$ cat src/verilog/mbrc_pkg.sv
// constants and carrier types for the modbus remote control slave
package mbrc_pkg;
   localparam logic [7:0]  FC_READ_HOLD    = 8'h03;
   localparam logic [7:0]  FC_WRITE_COIL   = 8'h05;
   localparam logic [7:0]  FC_EXC_FLAG     = 8'h80;
   localparam logic [7:0]  EXC_BAD_FC      = 8'h01;
   localparam logic [7:0]  EXC_BAD_ADDR    = 8'h02;
   localparam logic [7:0]  EXC_BAD_DATA    = 8'h03;
   localparam logic [7:0]  EXC_CRC         = 8'h05;
   localparam logic [7:0]  EXC_DENIED      = 8'h07;
   localparam logic [7:0]  EXC_LOCAL       = 8'h17;
   localparam logic [15:0] REG_RATED_VOLT  = 16'h0079;
   localparam logic [15:0] REG_CONDITION   = 16'h01f9;
   localparam logic [15:0] COIL_REMOTE     = 16'h0192;
   localparam logic [15:0] COIL_ON         = 16'hff00;
   localparam logic [15:0] COIL_OFF        = 16'h0000;
   localparam logic [15:0] READ_COUNT      = 16'h0002;
   localparam logic [7:0]  READ_BYTES      = 8'h04;
   localparam logic [15:0] TCP_PORT        = 16'd502;
   localparam logic [15:0] PROTO_ID        = 16'h0000;
   localparam logic [15:0] CRC_INIT        = 16'hffff;
   localparam logic [15:0] CRC_POLY        = 16'ha001;
   localparam logic [3:0]  MBAP_LEN        = 4'd6;
   localparam logic [3:0]  RTU_REQ_LEN     = 4'd8;
   localparam logic [3:0]  PDU_REQ_LEN     = 4'd6;
   localparam logic [7:0]  RESET_SLAVE_ID  = 8'h00;
   localparam logic [31:0] RESET_RATED     = 32'h42a00000;
   // location field value meaning remote over this link
   localparam logic [4:0]  LOC_REMOTE_SELF = 5'h03;
   localparam logic [4:0]  LOC_LOCAL       = 5'h00;
   localparam int          LOC_LSB         = 0;
   localparam int          OUT_ON_BIT      = 7;
   localparam int          REG_MODE_LSB    = 9;

   typedef enum logic [3:0] {
      MBRC_IDLE = 4'b0001,
      MBRC_RECV = 4'b0010,
      MBRC_EXEC = 4'b0100,
      MBRC_SEND = 4'b1000
   } mbrc_state_t;

   // byte stream in either direction
   typedef struct packed {
      logic       valid;
      logic       last;
      logic [7:0] data;
   } mbrc_byte_t;

   // instrument conditions that gate remote control
   typedef struct packed {
      logic allow_remote;
      logic local_lockout;
      logic other_iface_remote;
      logic setup_menu_open;
      logic power_off;
   } mbrc_cond_t;
endpackage : mbrc_pkg

$ cat src/verilog/mbrc_slave.sv
// modbus rtu/tcp slave serving rated voltage, status and remote coil
//
// Overview of operation
// - rated voltage float is read at register 121 with count two
// - read answers carry four bytes, byte count four; rated voltage as ieee754 single float
// - status word is served as two registers at register 505
// - status encodes location, output on and regulation mode, e.g. 0x483
// - coil 0x0192 written ff00 enters remote when nothing inhibits it
// - successful switch echoes request and signals display update
// - coil 0x0192 written 0000 releases remote control
// - never enter remote unaided; control writes refused until granted
// - reads are always served regardless of remote state
// - remote persists until release, lockout, power off or mains loss
// - remote forbidden by setting answers 0x85 with code 0x17
// - front-panel lockout refuses every remote request
// - refuse remote while another interface holds remote
// - refuse remote while setup menu stays open
// - remote ends on release command or on lockout
// - tcp frames carry a six byte mbap header first
// - tcp frames have no crc trailer either way
// - tcp frames accepted only on port 502, others ignored
// - transaction identifier copied unchanged into the answer
// - mbap protocol identifier is always zero
// - mbap length counts bytes following it, equal to core length
// - exception answers return function code plus 0x80
// - rtu crc sent low byte first; wrong crc answers code 0x05
// - coil writes refused by an inhibit condition answer code 0x07
`timescale 1ns/1ps
module mbrc_slave
   import mbrc_pkg::*;
#(
   parameter logic [7:0] SLAVE_ID = RESET_SLAVE_ID
)(
   // clock and reset
   input  wire logic        clk,
   input  wire logic        rst_n,
   // request byte stream, tcp_mode and port valid with first byte
   input  wire mbrc_byte_t  rx,
   input  wire logic        tcp_mode,
   input  wire logic [15:0] tcp_port,
   // answer byte stream, one byte per tx_ready
   input  wire logic        tx_ready,
   output mbrc_byte_t       tx,
   // instrument values and conditions
   input  wire logic [31:0] rated_voltage_float,
   input  wire logic        output_on,
   input  wire logic [1:0]  current_regulation_mode,
   input  wire mbrc_cond_t  cond,
   // remote state and display update pulse
   output logic             remote_active,
   output logic             display_update
);
   // receive, answer and remote state in one register
   typedef struct packed {
      mbrc_state_t  st;
      logic [3:0]   cnt;
      logic [7:0][7:0] rxb;
      logic         tcp;
      logic         drop;
      logic [15:0]  crc;
      logic [15:0]  tid;
      logic [3:0]   len;
      logic [3:0]   idx;
      logic [15:0][7:0] txb;
      logic         remote;
      logic         disp;
      mbrc_byte_t   tx;
   } mbrc_reg_t;

   mbrc_reg_t r;
   mbrc_reg_t next_r;

   // request buffer holds eight bytes, counters count to fifteen
   if (RTU_REQ_LEN > 4'd8 || PDU_REQ_LEN > 4'd8) begin : g_req_chk
      $error("request buffer shorter than a request");
   end
   if (int'(MBAP_LEN) + int'(PDU_REQ_LEN) > 15) begin : g_cnt_chk
      $error("frame counter too narrow for a tcp request");
   end
   if (int'(MBAP_LEN) + 8 > 16) begin : g_ans_chk
      $error("answer buffer shorter than the longest answer");
   end

   // one crc16 byte step, reflected
   function automatic logic [15:0] crc_step(input logic [15:0] c,
                                            input logic [7:0]  b);
      logic [15:0] v;
      v = c ^ {8'h00, b};
      for (int i = 0; i < 8; i++) begin
         v = v[0] ? ((v >> 1) ^ CRC_POLY) : (v >> 1);
      end
      return v;
   endfunction : crc_step

   // crc16 over the first n bytes of an answer
   function automatic logic [15:0] crc_over(input logic [15:0][7:0] b,
                                            input logic [3:0]        n);
      logic [15:0] v;
      v = CRC_INIT;
      for (int i = 0; i < 8; i++) begin
         if (4'(i) < n) begin
            v = crc_step(v, b[i]);
         end
      end
      return v;
   endfunction : crc_over

   // status word as served at the condition register
   logic [31:0] condition_word;
   always_comb begin
      condition_word = '0;
      condition_word[LOC_LSB +: 5] = r.remote ? LOC_REMOTE_SELF
                                              : LOC_LOCAL;
      condition_word[OUT_ON_BIT] = output_on;
      condition_word[REG_MODE_LSB +: 2] = current_regulation_mode;
   end

   // request fields from the buffered core
   logic [7:0]  fc;
   logic [15:0] addr;
   logic [15:0] val;
   logic [15:0] rx_crc;
   logic        inhibit;
   always_comb begin
      fc     = r.rxb[1];
      addr   = {r.rxb[2], r.rxb[3]};
      val    = {r.rxb[4], r.rxb[5]};
      rx_crc = {r.rxb[7], r.rxb[6]};
      inhibit = cond.local_lockout | cond.other_iface_remote
              | cond.setup_menu_open | cond.power_off;
   end

   // frame receive, decode and answer sequencing
   always_comb begin
      logic [7:0]  exc;
      logic [31:0] word;
      logic [3:0]  n;
      logic [15:0] c;
      logic        ok;

      exc  = '0;
      word = '0;
      n    = '0;
      c    = CRC_INIT;
      ok   = 1'b0;
      next_r = r;
      next_r.disp = 1'b0;
      // lockout and power loss end remote whatever the state
      if (cond.local_lockout || cond.power_off) begin
         next_r.remote = 1'b0;
      end
      case (r.st)
         MBRC_IDLE: begin
            next_r.tx = '0;
            if (rx.valid) begin
               next_r.tcp  = tcp_mode;
               next_r.drop = tcp_mode && (tcp_port != TCP_PORT);
               next_r.cnt  = 4'd1;
               next_r.crc  = crc_step(CRC_INIT, rx.data);
               next_r.rxb  = '0;
               next_r.tid  = '0;
               if (tcp_mode) begin
                  next_r.tid[15:8] = rx.data;
               end else begin
                  next_r.rxb[0] = rx.data;
               end
               next_r.st = rx.last ? MBRC_IDLE : MBRC_RECV;
            end
         end

         MBRC_RECV: begin
            if (rx.valid) begin
               next_r.cnt = r.cnt + 4'd1;
               if (r.tcp) begin
                  if (r.cnt == 4'd1) begin
                     next_r.tid[7:0] = rx.data;
                  end
                  if (r.cnt >= MBAP_LEN) begin
                     next_r.rxb[3'(r.cnt - MBAP_LEN)] = rx.data;
                  end
                  if (r.cnt == 4'd2 || r.cnt == 4'd3) begin
                     if (rx.data != 8'h00) begin
                        next_r.drop = 1'b1;
                     end
                  end
                  // length field must announce the six request bytes
                  if (r.cnt == 4'd4 && rx.data != 8'h00) begin
                     next_r.drop = 1'b1;
                  end
                  if (r.cnt == 4'd5 && rx.data != {4'h0, PDU_REQ_LEN}) begin
                     next_r.drop = 1'b1;
                  end
                  if (r.cnt >= MBAP_LEN + PDU_REQ_LEN) begin
                     next_r.drop = 1'b1;
                  end
               end else begin
                  next_r.rxb[3'(r.cnt)] = rx.data;
                  // crc runs over every byte ahead of the trailer
                  if (r.cnt < 4'd6) begin
                     next_r.crc = crc_step(r.crc, rx.data);
                  end
                  if (r.cnt >= RTU_REQ_LEN) begin
                     next_r.drop = 1'b1;
                  end
               end
               if (rx.last) begin
                  next_r.st = MBRC_EXEC;
               end
            end
         end

         MBRC_EXEC: begin
            next_r.st = MBRC_IDLE;
            if (!r.drop && r.rxb[0] == SLAVE_ID) begin
               next_r.st = MBRC_SEND;
               // short or long rtu frames stay unanswered
               if (!r.tcp && (r.cnt != RTU_REQ_LEN)) begin
                  next_r.st = MBRC_IDLE;
               end else if (!r.tcp && (rx_crc != r.crc)) begin
                  exc = EXC_CRC;
               end else if (r.tcp && (r.cnt != MBAP_LEN + PDU_REQ_LEN)) begin
                  exc = EXC_BAD_DATA;
               end else if (fc == FC_READ_HOLD) begin
                  if (addr == REG_RATED_VOLT) begin
                     word = rated_voltage_float;
                  end else if (addr == REG_CONDITION) begin
                     word = condition_word;
                  end else begin
                     exc = EXC_BAD_ADDR;
                  end
                  if (exc == 8'h00 && val != READ_COUNT) begin
                     exc = EXC_BAD_DATA;
                  end
               end else if (fc == FC_WRITE_COIL) begin
                  if (addr != COIL_REMOTE) begin
                     exc = EXC_BAD_ADDR;
                  end else if (val == COIL_ON) begin
                     if (!cond.allow_remote) begin
                        exc = EXC_LOCAL;
                     end else if (inhibit) begin
                        exc = EXC_DENIED;
                     end else begin
                        ok = 1'b1;
                        next_r.remote = 1'b1;
                        next_r.disp   = 1'b1;
                     end
                  end else if (val == COIL_OFF) begin
                     if (cond.other_iface_remote) begin
                        exc = EXC_DENIED;
                     end else begin
                        ok = 1'b1;
                        next_r.disp = r.remote;
                        next_r.remote = 1'b0;
                     end
                  end else begin
                     exc = EXC_BAD_DATA;
                  end
               end else begin
                  exc = EXC_BAD_FC;
               end

               // build answer core: addr fc ...
               next_r.txb = '0;
               next_r.txb[0] = r.rxb[0];
               if (exc != 8'h00) begin
                  next_r.txb[1] = fc | FC_EXC_FLAG;
                  next_r.txb[2] = exc;
                  n = 4'd3;
               end else if (ok) begin
                  for (int i = 1; i < 6; i++) begin
                     next_r.txb[i] = r.rxb[i];
                  end
                  n = 4'd6;
               end else begin
                  next_r.txb[1] = fc;
                  next_r.txb[2] = READ_BYTES;
                  next_r.txb[3] = word[31:24];
                  next_r.txb[4] = word[23:16];
                  next_r.txb[5] = word[15:8];
                  next_r.txb[6] = word[7:0];
                  n = 4'd7;
               end

               if (r.tcp) begin
                  // shift core behind header, no crc
                  for (int i = 15; i >= 6; i--) begin
                     next_r.txb[i] = next_r.txb[i - 6];
                  end
                  next_r.txb[0] = r.tid[15:8];
                  next_r.txb[1] = r.tid[7:0];
                  next_r.txb[2] = PROTO_ID[15:8];
                  next_r.txb[3] = PROTO_ID[7:0];
                  next_r.txb[4] = 8'h00;
                  next_r.txb[5] = {4'h0, n};
                  next_r.len = n + MBAP_LEN;
               end else begin
                  c = crc_over(next_r.txb, n);
                  next_r.txb[n]        = c[7:0];
                  next_r.txb[n + 4'd1] = c[15:8];
                  next_r.len = n + 4'd2;
               end
               next_r.idx = '0;
            end
         end

         MBRC_SEND: begin
            // a byte stands until taken; taking the last ends the answer
            if (!r.tx.valid || tx_ready) begin
               if (r.tx.valid && r.tx.last) begin
                  next_r.tx = '0;
                  next_r.st = MBRC_IDLE;
               end else begin
                  next_r.tx.valid = 1'b1;
                  next_r.tx.data  = r.txb[r.idx];
                  next_r.tx.last  = (r.idx == r.len - 4'd1);
                  next_r.idx      = r.idx + 4'd1;
               end
            end
         end
         default: next_r.st = MBRC_IDLE;
      endcase
   end

   // synchronous reset back to idle with a fresh crc
   always_ff @(posedge clk) begin
      if (!rst_n) begin
         r <= '0;
         r.st <= MBRC_IDLE;
         r.crc <= CRC_INIT;
      end else begin
         r <= next_r;
      end
   end

   assign tx             = r.tx;
   assign remote_active  = r.remote;
   assign display_update = r.disp;
endmodule : mbrc_slave

$ cat config.mk
export PLATFORM = sky130hd
export DESIGN_NAME = mbrc_slave
export DESIGN_NICKNAME = d
export VERILOG_FILES = /design/src/verilog/mbrc_pkg.sv /design/src/verilog/mbrc_slave.sv
export SDC_FILE = /design/constraint.sdc
export NUM_CORES = 1
export LEC_CHECK = 0
export BUFFER_PORTS_ARGS = -buffer_cell sky130_fd_sc_hd__buf_4
export CAP_MARGIN = 10
export CORE_ASPECT_RATIO = 0.8
export CORE_UTILIZATION = 40
export CTS_CLUSTER_DIAMETER = 120
export DETAILED_ROUTE_END_ITERATION = 16
export SETUP_SLACK_MARGIN = 0.2
export SLEW_MARGIN = 20
export SYNTH_ARGS = -nofsm -noshare
export SYNTH_HDL_FRONTEND = slang
export SYNTH_SLANG_ARGS = --single-unit
export TNS_END_PERCENT = 10
$ cat constraint.sdc
create_clock -name clk -period 5.8 [get_ports clk]
set_input_delay 0.29 -clock clk [delete_from_list [all_inputs] [get_ports clk]]
set_output_delay 0.29 -clock clk [all_outputs]
set_load 0.01 [all_outputs]
# After elaboration in Yosys (flattened, before gate mapping)

Cells that the tools add are included.

Register bits: 254
Bits in latches: 0
Bits in writable memories: 0
Memory bits (read-only): 0
Bits of input ports: 70
Output and inout port bits: 12
Logic and storage cells: 468
Memories kept: 0

Add/subtract/negate cells: 7
$mul: 0
Divide/modulo/power cells: 0
Order comparisons: 21
Eq/ne operators: 37
Shift-type cells: 0
Mux-type cells: 231
Bitwise operators: 96
Reductions and logical operators: 38

Operator list:

| cell                  | count |
|---|---|
| $mux W16              | 117 |
| $bwmux W128           | 2 |
| $mux W32              | 8 |
| $not A2 Y3            | 80 |
| $mux W8               | 28 |
| $pmux W68 S2          | 1 |
| $mux W134             | 1 |
| $bwmux W64            | 2 |
| $mux W128             | 1 |
| $mux W64              | 2 |
| $xor A16 B8 Y16       | 7 |
| $mux W106             | 1 |
| $mux W72              | 1 |
| $demux W8 S4          | 2 |
| $demux W8 S3          | 2 |
| $mux W4               | 10 |
| $mux W40              | 1 |
| $pmux W17 S2          | 1 |
| $bmux W8 S4           | 1 |
| $mux W2               | 16 |
| $ne A16 B9 Y1 const B | 2 |
| $not A8 Y16           | 2 |
| $mux W1               | 22 |
| $ne A2 B2 Y1 const B  | 11 |
| 55 further kinds      | 109 |

# Longest topological paths before layout

Gate-level depths: netlist of the first run.

Depth after elaboration: 178
Gate-level depth with buffers: 22
Depth with buffers taken out: 21

# Least setup slack after synthesis of the first run

Ideal clock, no wire load.

Path kind: register -> register
From: reg r[221] (netlist bit)
To: reg r[68] (netlist bit)
Library setup time: 75 ps
Arrival time: 5079 ps
Data required time: 5725 ps
Slack: 646 ps
Cell stages (with the launch flop): 21
Path buffers: 2
Clock period less this slack: 5154 ps
Cell sequence: dfxtp_1 or4_1 or4_4 or3_1 buf_6 a311oi_2 or2_1 buf_6 a221oi_2 a221oi_4 xnor2_1 xnor3_1 o21a_1 and3b_1 o21a_1 o21a_1 o31ai_2 xnor2_2 xnor2_2 xor3_1 o22ai_1

Cells in the longest elaborated chain, start to end: 120
Elaborated cells on any way between the ends: 210
Those cells by class: 1 x add/sub; 12 x order compare; 2 x eq/ne; 128 x mux; 62 x bitwise; 5 x reduce/logical

Ends and longest elaborated chain:

| item                                      | RTL line          | text |
|---|---|---|
| start: declaration                        | mbrc_slave.sv:70  | `mbrc_reg_t r;` |
| start signal: assignment                  | mbrc_slave.sv:331 | `r <= next_r;` |
| $logic_not A16 Y1                         | mbrc_slave.sv:247 | `end else if (val == COIL_OFF) begin` |
| $mux W8 / $mux W1 (equally long branches) | mbrc_slave.sv:247 |  |
| $mux W8 / $mux W1 (equally long branches) | mbrc_slave.sv:237 | `end else if (val == COIL_ON) begin` |
| $mux W8 / $mux W1 (equally long branches) | mbrc_slave.sv:235 | `if (addr != COIL_REMOTE) begin` |
| $mux W8 / $mux W1 (equally long branches) | mbrc_slave.sv:234 | `end else if (fc == FC_WRITE_COIL) begin` |
| $mux W8 / $mux W1 (equally long branches) | mbrc_slave.sv:223 | `end else if (fc == FC_READ_HOLD) begin` |
| $mux W8 / $mux W1 (equally long branches) | mbrc_slave.sv:221 | `end else if (r.tcp && (r.cnt != MBAP_LEN + PDU_REQ_LEN)) begin` |
| $mux W8 / $mux W1 (equally long branches) | mbrc_slave.sv:219 | `end else if (!r.tcp && (rx_crc != r.crc)) begin` |
| (+104 left out)                           | -                 |  |
| $mux W16                                  | mbrc_slave.sv:90  | `v = v[0] ? ((v >> 1) ^ CRC_POLY) : (v >> 1);` |
| $mux W16                                  | mbrc_slave.sv:101 | `if (4'(i) < n) begin` |
| $mux W16                                  | mbrc_slave.sv:284 | `if (r.tcp) begin` |
| $mux W16                                  | mbrc_slave.sv:214 | `if (!r.drop && r.rxb[0] == SLAVE_ID) begin` |
| $mux W16                                  | mbrc_slave.sv:152 | `case (r.st)` |
| $bwmux W128                               | mbrc_slave.sv:298 | `next_r.txb[n] = c[7:0];` |
| $bwmux W128                               | mbrc_slave.sv:299 | `next_r.txb[n + 4'd1] = c[15:8];` |
| $mux W128 *                               | mbrc_slave.sv:284 |  |

Every way passes the cells marked *; elsewhere a longest branch is shown, timed or not. The select of a mux whose other input is x is not followed.
A chain may end at the register's enable or synchronous reset.

# Worst setup path after layout of the first run

From: reg r[217] (netlist bit)
To: reg r[68] (netlist bit)

The elaborated chain is that of the path after synthesis.

==> flow_metrics.env, run 1 <==
export IMPL_power_density_nw_per_um2=290.0
export IMPL_fillCellCount=3294
export IMPL_syn_instance_count=1642
export IMPL_cts_sinks=237
export IMPL_grt_ovfl_total=0
export IMPL_synth_area_sq_um=13970
export IMPL_crit_slowest_cell="or4_1"
export IMPL_worst_ep_arrival_time_ns=5.91
export IMPL_route_detailed_drc=0
export IMPL_die_w_microns=210.9
export IMPL_routed_wl_mm=51.49
export IMPL_critPathLaunchType="flop"
export IMPL_required_ns=6.28
export IMPL_slowest_delay_ns=0.60
export IMPL_cts_buffers=26
export IMPL_yosysTopAreaCell="dfxtp_1"
export IMPL_cpMostUsedCell="xnor2_2"
export IMPL_routedWlPerCell_microns=23.42
export IMPL_clock_latency_ns=0.55
export IMPL_status="finished, final reports clean"
export IMPL_finalSetupTns_ns=0
export IMPL_yosys_top_cells_area="dfxtp_1, xnor2_1, nand2_1, mux4_2, a21oi_1"
export IMPL_htree_levels=1
export IMPL_min_period_over_period_pct=93.68
export IMPL_root_buffer="clkbuf_16"
export IMPL_leakagePower_nw=5.918
export IMPL_grt_pass1_wl_mm=76.61
export IMPL_yosysTopAreaCellShare_pct=33.96
export IMPL_grt_usage_pct=28.54
export IMPL_rsz0062_at_grt="true"
export IMPL_max_vdd_ir_drop_mv=0.2028
export IMPL_crit_chain="or4_1 > or4_4 > or3_4 > a2111oi_4 > buf_6 > a21oi_1 > xor2_1 > xnor2_2 > xnor2_1 > nor2_1 > a21oi_2 > xnor3_1 > mux2i_2 > buf_4 > o21a_1 > o31ai_2 > xnor2_2 > xnor2_2 > xor3_1 > o22ai_1"
export IMPL_final_antenna_net_count=0
export IMPL_hold_viol_final=0
export IMPL_vias=13070
export IMPL_clk_pin_slew_worst_paths_ns=0.06
export IMPL_start_util_pct=41.08
export IMPL_ios=82
export IMPL_first_pass_iters=7
export IMPL_critPathMaxFanout=7
export IMPL_slew_headroom_pct=32.16
export IMPL_post_route_worst_setup_slack_ns=0.3667
export IMPL_synth_edf_count=0
export IMPL_reg2reg_from="r[217]"
export IMPL_postLayoutCoreUtil_pct=48.16
export IMPL_drive_gt1_share_pct=17.26
export IMPL_ys_ff_latch=237
export IMPL_yosysSeqAreaShare_pct=33.96
export IMPL_grt_max_degree=77
export IMPL_gp_congestion=0.9832
export IMPL_grt_antenna_before_repair=3
export IMPL_post_place_ws_ns=0.1279
export IMPL_first_global_vias=11960
export IMPL_crit_start="r[217]"
export IMPL_maxCapViolations=0
export IMPL_cts_tree="done"
export IMPL_finalSetupViolations=0
export IMPL_synthArstFlopShare_pct=0
export IMPL_fmax_ghz=0.1840
export IMPL_maxSlewViolCount=0
export IMPL_criticalPathCategory="flop to flop"
export IMPL_hpwl_mm=37.67
export IMPL_port_buffers=81
export IMPL_avgSynthCellArea_sq_um=8.508
export IMPL_final_nets=1809
export IMPL_syn_num_nets=1734
export IMPL_cp_end_kind="flop"
export IMPL_period_needed_ns=5.433
export IMPL_vias_per_cell=5.944
export IMPL_drtIter0Drc=1435
export IMPL_hold_class="primary input to flop"
export IMPL_design_core_area_sq_um=34010
export IMPL_die_h_microns=169.2
export IMPL_die_area_sq_um=35680
export IMPL_synth_ff_type="dfxtp_1"
export IMPL_synth_distinct_cells=86
export IMPL_worst_slew_pin_slew_ns=1.009
export IMPL_hp_start="rated_voltage_float[6]"
export IMPL_finClkSkew_ns=0.01898
export IMPL_rows=60
export IMPL_ctsLongestPathBuffers=3
export IMPL_layout_area_overhead_vs_synth_pct=17.23
export IMPL_ys_warn_count=0
[worst paths after layout]
| check | endpoint | slack (ns) | cells after the start |
|---|---|---|---|
| max | r[68] | 0.37 | 20 |
| min | r[114] | 0.02 | 2 |
| max reg2reg | r[68] | 0.37 | 20 |
| min reg2reg | r[28] | 0.45 | 1 |
[placed cells by master (no fill, tap or decap), types with 44 or more instances in the layout]
master    Yosys  routed
nand2_1     231     230
xor2_1       60      59
buf_4        10     161
o211ai_1     44      44
nor2_1       90      89
a21oi_1     114     113
a22o_1       47      47
dfxtp_1     237     235
nand3_1      88      87
o21ai_0      78      77
xnor2_1     121     119
[critical path: cells and delay by family, from the launching register on]
kind,cells,cell delay [ns]
buffers and inverters,2,0.34
xor gates and xnor gates,7,1.63
DFF,1,0.32
and+or+nand+nor,4,1.70
muxes,1,0.19
AOI/OAI and AO/OA,6,1.19
[timing repair]
action / in CTS / in global routing
pin swaps: 0 / 8
setup endpoints to repair: 5 / 6
resized for setup: 1 / 24
hold buffers: 3 / 0
setup buffers: 0 / 7
endpoints found under the hold margin: 3 / 0
[state kept, by name, indices dropped and copies added, names as in the netlist]
register / flops
addr: 16
display_update: 1
fc: 8
r: 201
remote_active: 1
tx: 10
[layer usage]
layer	global-route usage (%)	share of wire (%)
met2	39.75	40
met4	4.978	1.7
met3	7.106	9.4
met1	43.99	49
met5	0	0.021
[cell type report]
class,instances,area (sq um),share of cell area (%)
Antenna cell,1,2.502,0.01528
Clock buffer,32,703.2,4.293
Clock inverter,11,183.9,1.123
Inverter,35,133.9,0.8174
Multi-Input combinational cell,1252,8773,53.57
Sequential cell,237,4750,29.00
Tap cell,465,581.8,3.552
Timing Repair Buffer,165,1250,7.632
[synth_stat cells, types with 10 or more instances]
cell,n
buf_4,10
buf_1,12
nand2_1,231
clkbuf_1,94
nor3_1,23
a21boi_0,32
and3_1,20
and2_1,17
nor2b_1,19
ha_1,22
nor2_1,90
xnor2_1,121
a22o_1,47
o21a_1,10
o211ai_1,44
a22oi_1,24
nor4_1,12
inv_1,33
mux2i_1,12
nand3_1,88
mux4_2,32
dfxtp_1,237
a21oi_1,114
a31oi_1,12
nand4_1,13
o21ai_0,78
xor2_1,60
[power breakdown]
part           internal (mW)  switching [mW]
clock network           1.04           0.721
logic                  0.582           0.719
registers               1.65          0.0349
[logic make-up after synthesis]
| group | count (synthesis) | share of synthesized area (%) |
|---|---|---|
| compound gates | 428 | 20.93 |
| xor+xnor | 194 | 13.19 |
| fa+ha+maj | 22 | 1.970 |
| buf+inv | 153 | 4.487 |
| flops | 237 | 33.96 |
| mux | 46 | 6.278 |
| simple gates | 562 | 19.18 |
[stage by stage]
stage                     std cells  power, mW  hold WS (ns)  area (sq um)
after CTS                      2190      4.700     0.0004954         16190
after global routing           2197      4.914       0.01345         16380
final                          2198      4.750       0.01801         16380
after detailed placement       2144      2.950        0.4358         15270
after floorplan                1642      2.560        0.4157         13970
after global placement         2144      2.948        0.4293         15270
Power figures use the tool's default switching activity.
==> inputs of run 2 (changes only) <==
CORE_UTILIZATION = 23   (was 40)
REMOVE_ABC_BUFFERS = 1   (was not set)
==> run 2 against run 1 <==
Net effect: critical path depth down 2; sequential share of layout area down 1.4 points; die area up 73%; worst hold slack better by 0.0060 ns; highest routed layer is now met4; critical endpoint unchanged.
==> flow_metrics.env, run 2 (same netlist as run 1, synthesis figures left out) <==
export IMPL_required_ns=6.26
export IMPL_dp_cells=2466
export IMPL_postLayoutCoreUtil_pct=28.70
export IMPL_regMostFlops="r"
export IMPL_seqCellArea_sq_um=4747
export IMPL_stdcell_count=2538
export IMPL_first_pass_iters=6
export IMPL_vias=13060
export IMPL_reg2reg_from="r[217]"
export IMPL_finalSetupViolations=0
export IMPL_pwr_share_clk_pct=40.6
export IMPL_rows=80
export IMPL_slew_headroom_pct=32.84
export IMPL_vias_per_cell=5.146
export IMPL_p_int_mw=3.589
export IMPL_final_cell_mix="dfxtp_1, nand2_1, buf_4, xnor2_1, a21oi_1"
export IMPL_hold_class="primary input to flop"
export IMPL_cts_sinks=237
export IMPL_layout_area_overhead_vs_synth_pct=22.94
export IMPL_die_area_sq_um=61740
export IMPL_finClkSkew_ns=0.01403
export IMPL_reg2reg_slack_ns=0.26
export IMPL_routed_wl_mm=53.11
export IMPL_rsz0062_at_grt="true"
export IMPL_largest_register_ffs=201
export IMPL_criticalPathCategory="flop to flop"
export IMPL_root_buffer="clkbuf_16"
export IMPL_power_density_nw_per_um2=298.6
export IMPL_dpl_cell_area_sq_um=15730
export IMPL_htree_levels=1
export IMPL_max_vdd_ir_drop_mv=0.2310
export IMPL_grt_max_degree=76
export IMPL_grt_antenna_before_repair=1
export IMPL_cts_tree="done"
export IMPL_mostFrequentLayoutCell="dfxtp_1"
export IMPL_grt_pass1_wl_mm=79.70
export IMPL_final_antenna_net_count=0
export IMPL_die_h_microns=222.4
export IMPL_combPwrFrac_pct=26.5
export IMPL_critPathLaunchType="flop"
export IMPL_route_detailed_drc=0
export IMPL_routedWlPerCell_microns=20.93
export IMPL_drtIter0Drc=1312
export IMPL_ios=82
export IMPL_worst_slew_pin_slew_ns=1.000
export IMPL_r2r_end="r[68]"
export IMPL_multi_input_area_sq_um=8833
export IMPL_critPathMaxFanout=7
export IMPL_design_core_area_sq_um=59860
export IMPL_switching_power_mw=1.540
export IMPL_p_seq_share_pct=33.0
export IMPL_min_period_over_period_pct=95.47
export IMPL_hold_viol_final=0
export IMPL_p_sw_share_pct=30.02
export IMPL_rr_worst_depth=18
export IMPL_period_needed_ns=5.537
export IMPL_status="finished, final reports clean"
export IMPL_fmax_ghz=0.1806
export IMPL_gp_congestion=0.9938
export IMPL_cp_end_kind="flop"
export IMPL_first_global_vias=12640
export IMPL_hp_start="rated_voltage_float[2]"
export IMPL_maxSlewViolCount=0
export IMPL_clk_pin_slew_worst_paths_ns=0.06
export IMPL_hpwl_mm=39.11
export IMPL_grt_ovfl_total=0
export IMPL_hold_depth=2
export IMPL_fin_hold_ws_ns=0.02404
export IMPL_die_w_microns=277.6
export IMPL_maxCapViolations=0
export IMPL_drive_gt1_share_pct=18.99
export IMPL_port_buffers=81
export IMPL_fillCellCount=6324
export IMPL_final_nets=1829
export IMPL_clock_latency_ns=0.54
export IMPL_start_util_pct=23.34
export IMPL_insertedDiodeCount=0
export IMPL_min_to="r[110]"
export IMPL_cts_buffers=28
export IMPL_grt_usage_pct=16.72
export IMPL_ctsLongestPathBuffers=3
export IMPL_p_total_mw=5.128
export IMPL_leakagePower_nw=6.107
export IMPL_worst_ep_arrival_time_ns=6.00
export IMPL_fin_area_sq_um=17180
==> run 2: changes by cell type in the layout (fill, tap and decap cells not counted), moves of 2 or more <==
cell        delta
clkbuf_16      +3
mux2i_4        +2
clkinv_4       -2
clkinv_2       +5
bufinv_16      +5
clkinvlp_4     +2
buf_4         +18
nor3_4         +2
o21a_2         +2
o21a_1         -2
==> run 2: worst max-delay path by stage <==
stage | start | endpoint | slack [ns] | depth (start not counted)
floorplan | r[181] | r[68] | -0.66 | 18
global placement | r[217] | r[68] | 0.22 | 18
detailed placement | r[217] | r[68] | 0.07 | 18
CTS | r[217] | r[68] | 0.21 | 18
global route | r[217] | r[68] | 0.12 | 19
finish | r[217] | r[68] | 0.26 | 18
==> run 2: power groups by stage <==
stage / clock network [mW] / logic, mW / registers (mW)
6_report: 2.08 / 1.36 / 1.69
5_1_grt: 2.17 / 1.45 / 1.69
4_1_cts: 2.10 / 1.21 / 1.69
3_5_place_dp: 0 / 1.21 / 1.72
3_3_place_gp: 0 / 1.19 / 1.72
2_1_floorplan: 0 / 0.813 / 1.72
==> run 2: routing by layer <==
metal | global-route usage [%] | vias to the layer above | part of all wire, %
met3 | 3.901 | 81 | 9.4
met1 | 23.83 | 6357 | 46
met4 | 4.491 | 0 | 2.4
met2 | 25.00 | 583 | 42
met5 | 0 | - | 0
li1 | - | 6040 | -
==> run 2: cell type report <==
class                   count  area share [%]
inverters                  35          0.7649
well taps                 779           5.675
repair buffers            183           8.122
flip-flops and latches    237           27.64
multi-input cells        1252           51.43
clock inverters            18           1.865
clock buffers              34           4.509
==> run 2: through the flow <==
| stage | setup slack, ns | TNS [ns] |
|---|---|---|
| finish | 0.2626 | 0 |
| floorplan | -0.6573 | -2.788 |
| detailed placement | 0.06957 | 0 |
| global route | 0.1198 | 0 |
| CTS | 0.2129 | 0 |
| global placement | 0.2160 | 0 |
==> run 2: repair_timing <==
action / 4_1_cts / 5_1_grt
setup endpoints to repair: 2 / 6
setup buffers: 0 / 18
gates resized for setup: 2 / 32
hold buffers: 2 / 0
pin swaps: 0 / 21
hold endpoints to repair: 3 / 0
==> run 2: worst max-delay path, cell delays in order (launching register included) <==
cell and delay [ns]:
dfxtp_1 0.32, or4_1 0.56, or4_4 0.57, or3_4 0.49
a311oi_4 0.37, nand2_2 0.15, nor4_4 0.20, xor2_1 0.12
a21boi_2 0.19, xor3_2 0.50, a211oi_2 0.21, and3b_1 0.24
o21a_1 0.25, o21a_1 0.22, o31ai_4 0.27, xnor2_2 0.20
xnor2_2 0.16, xor3_1 0.26, o22ai_1 0.18
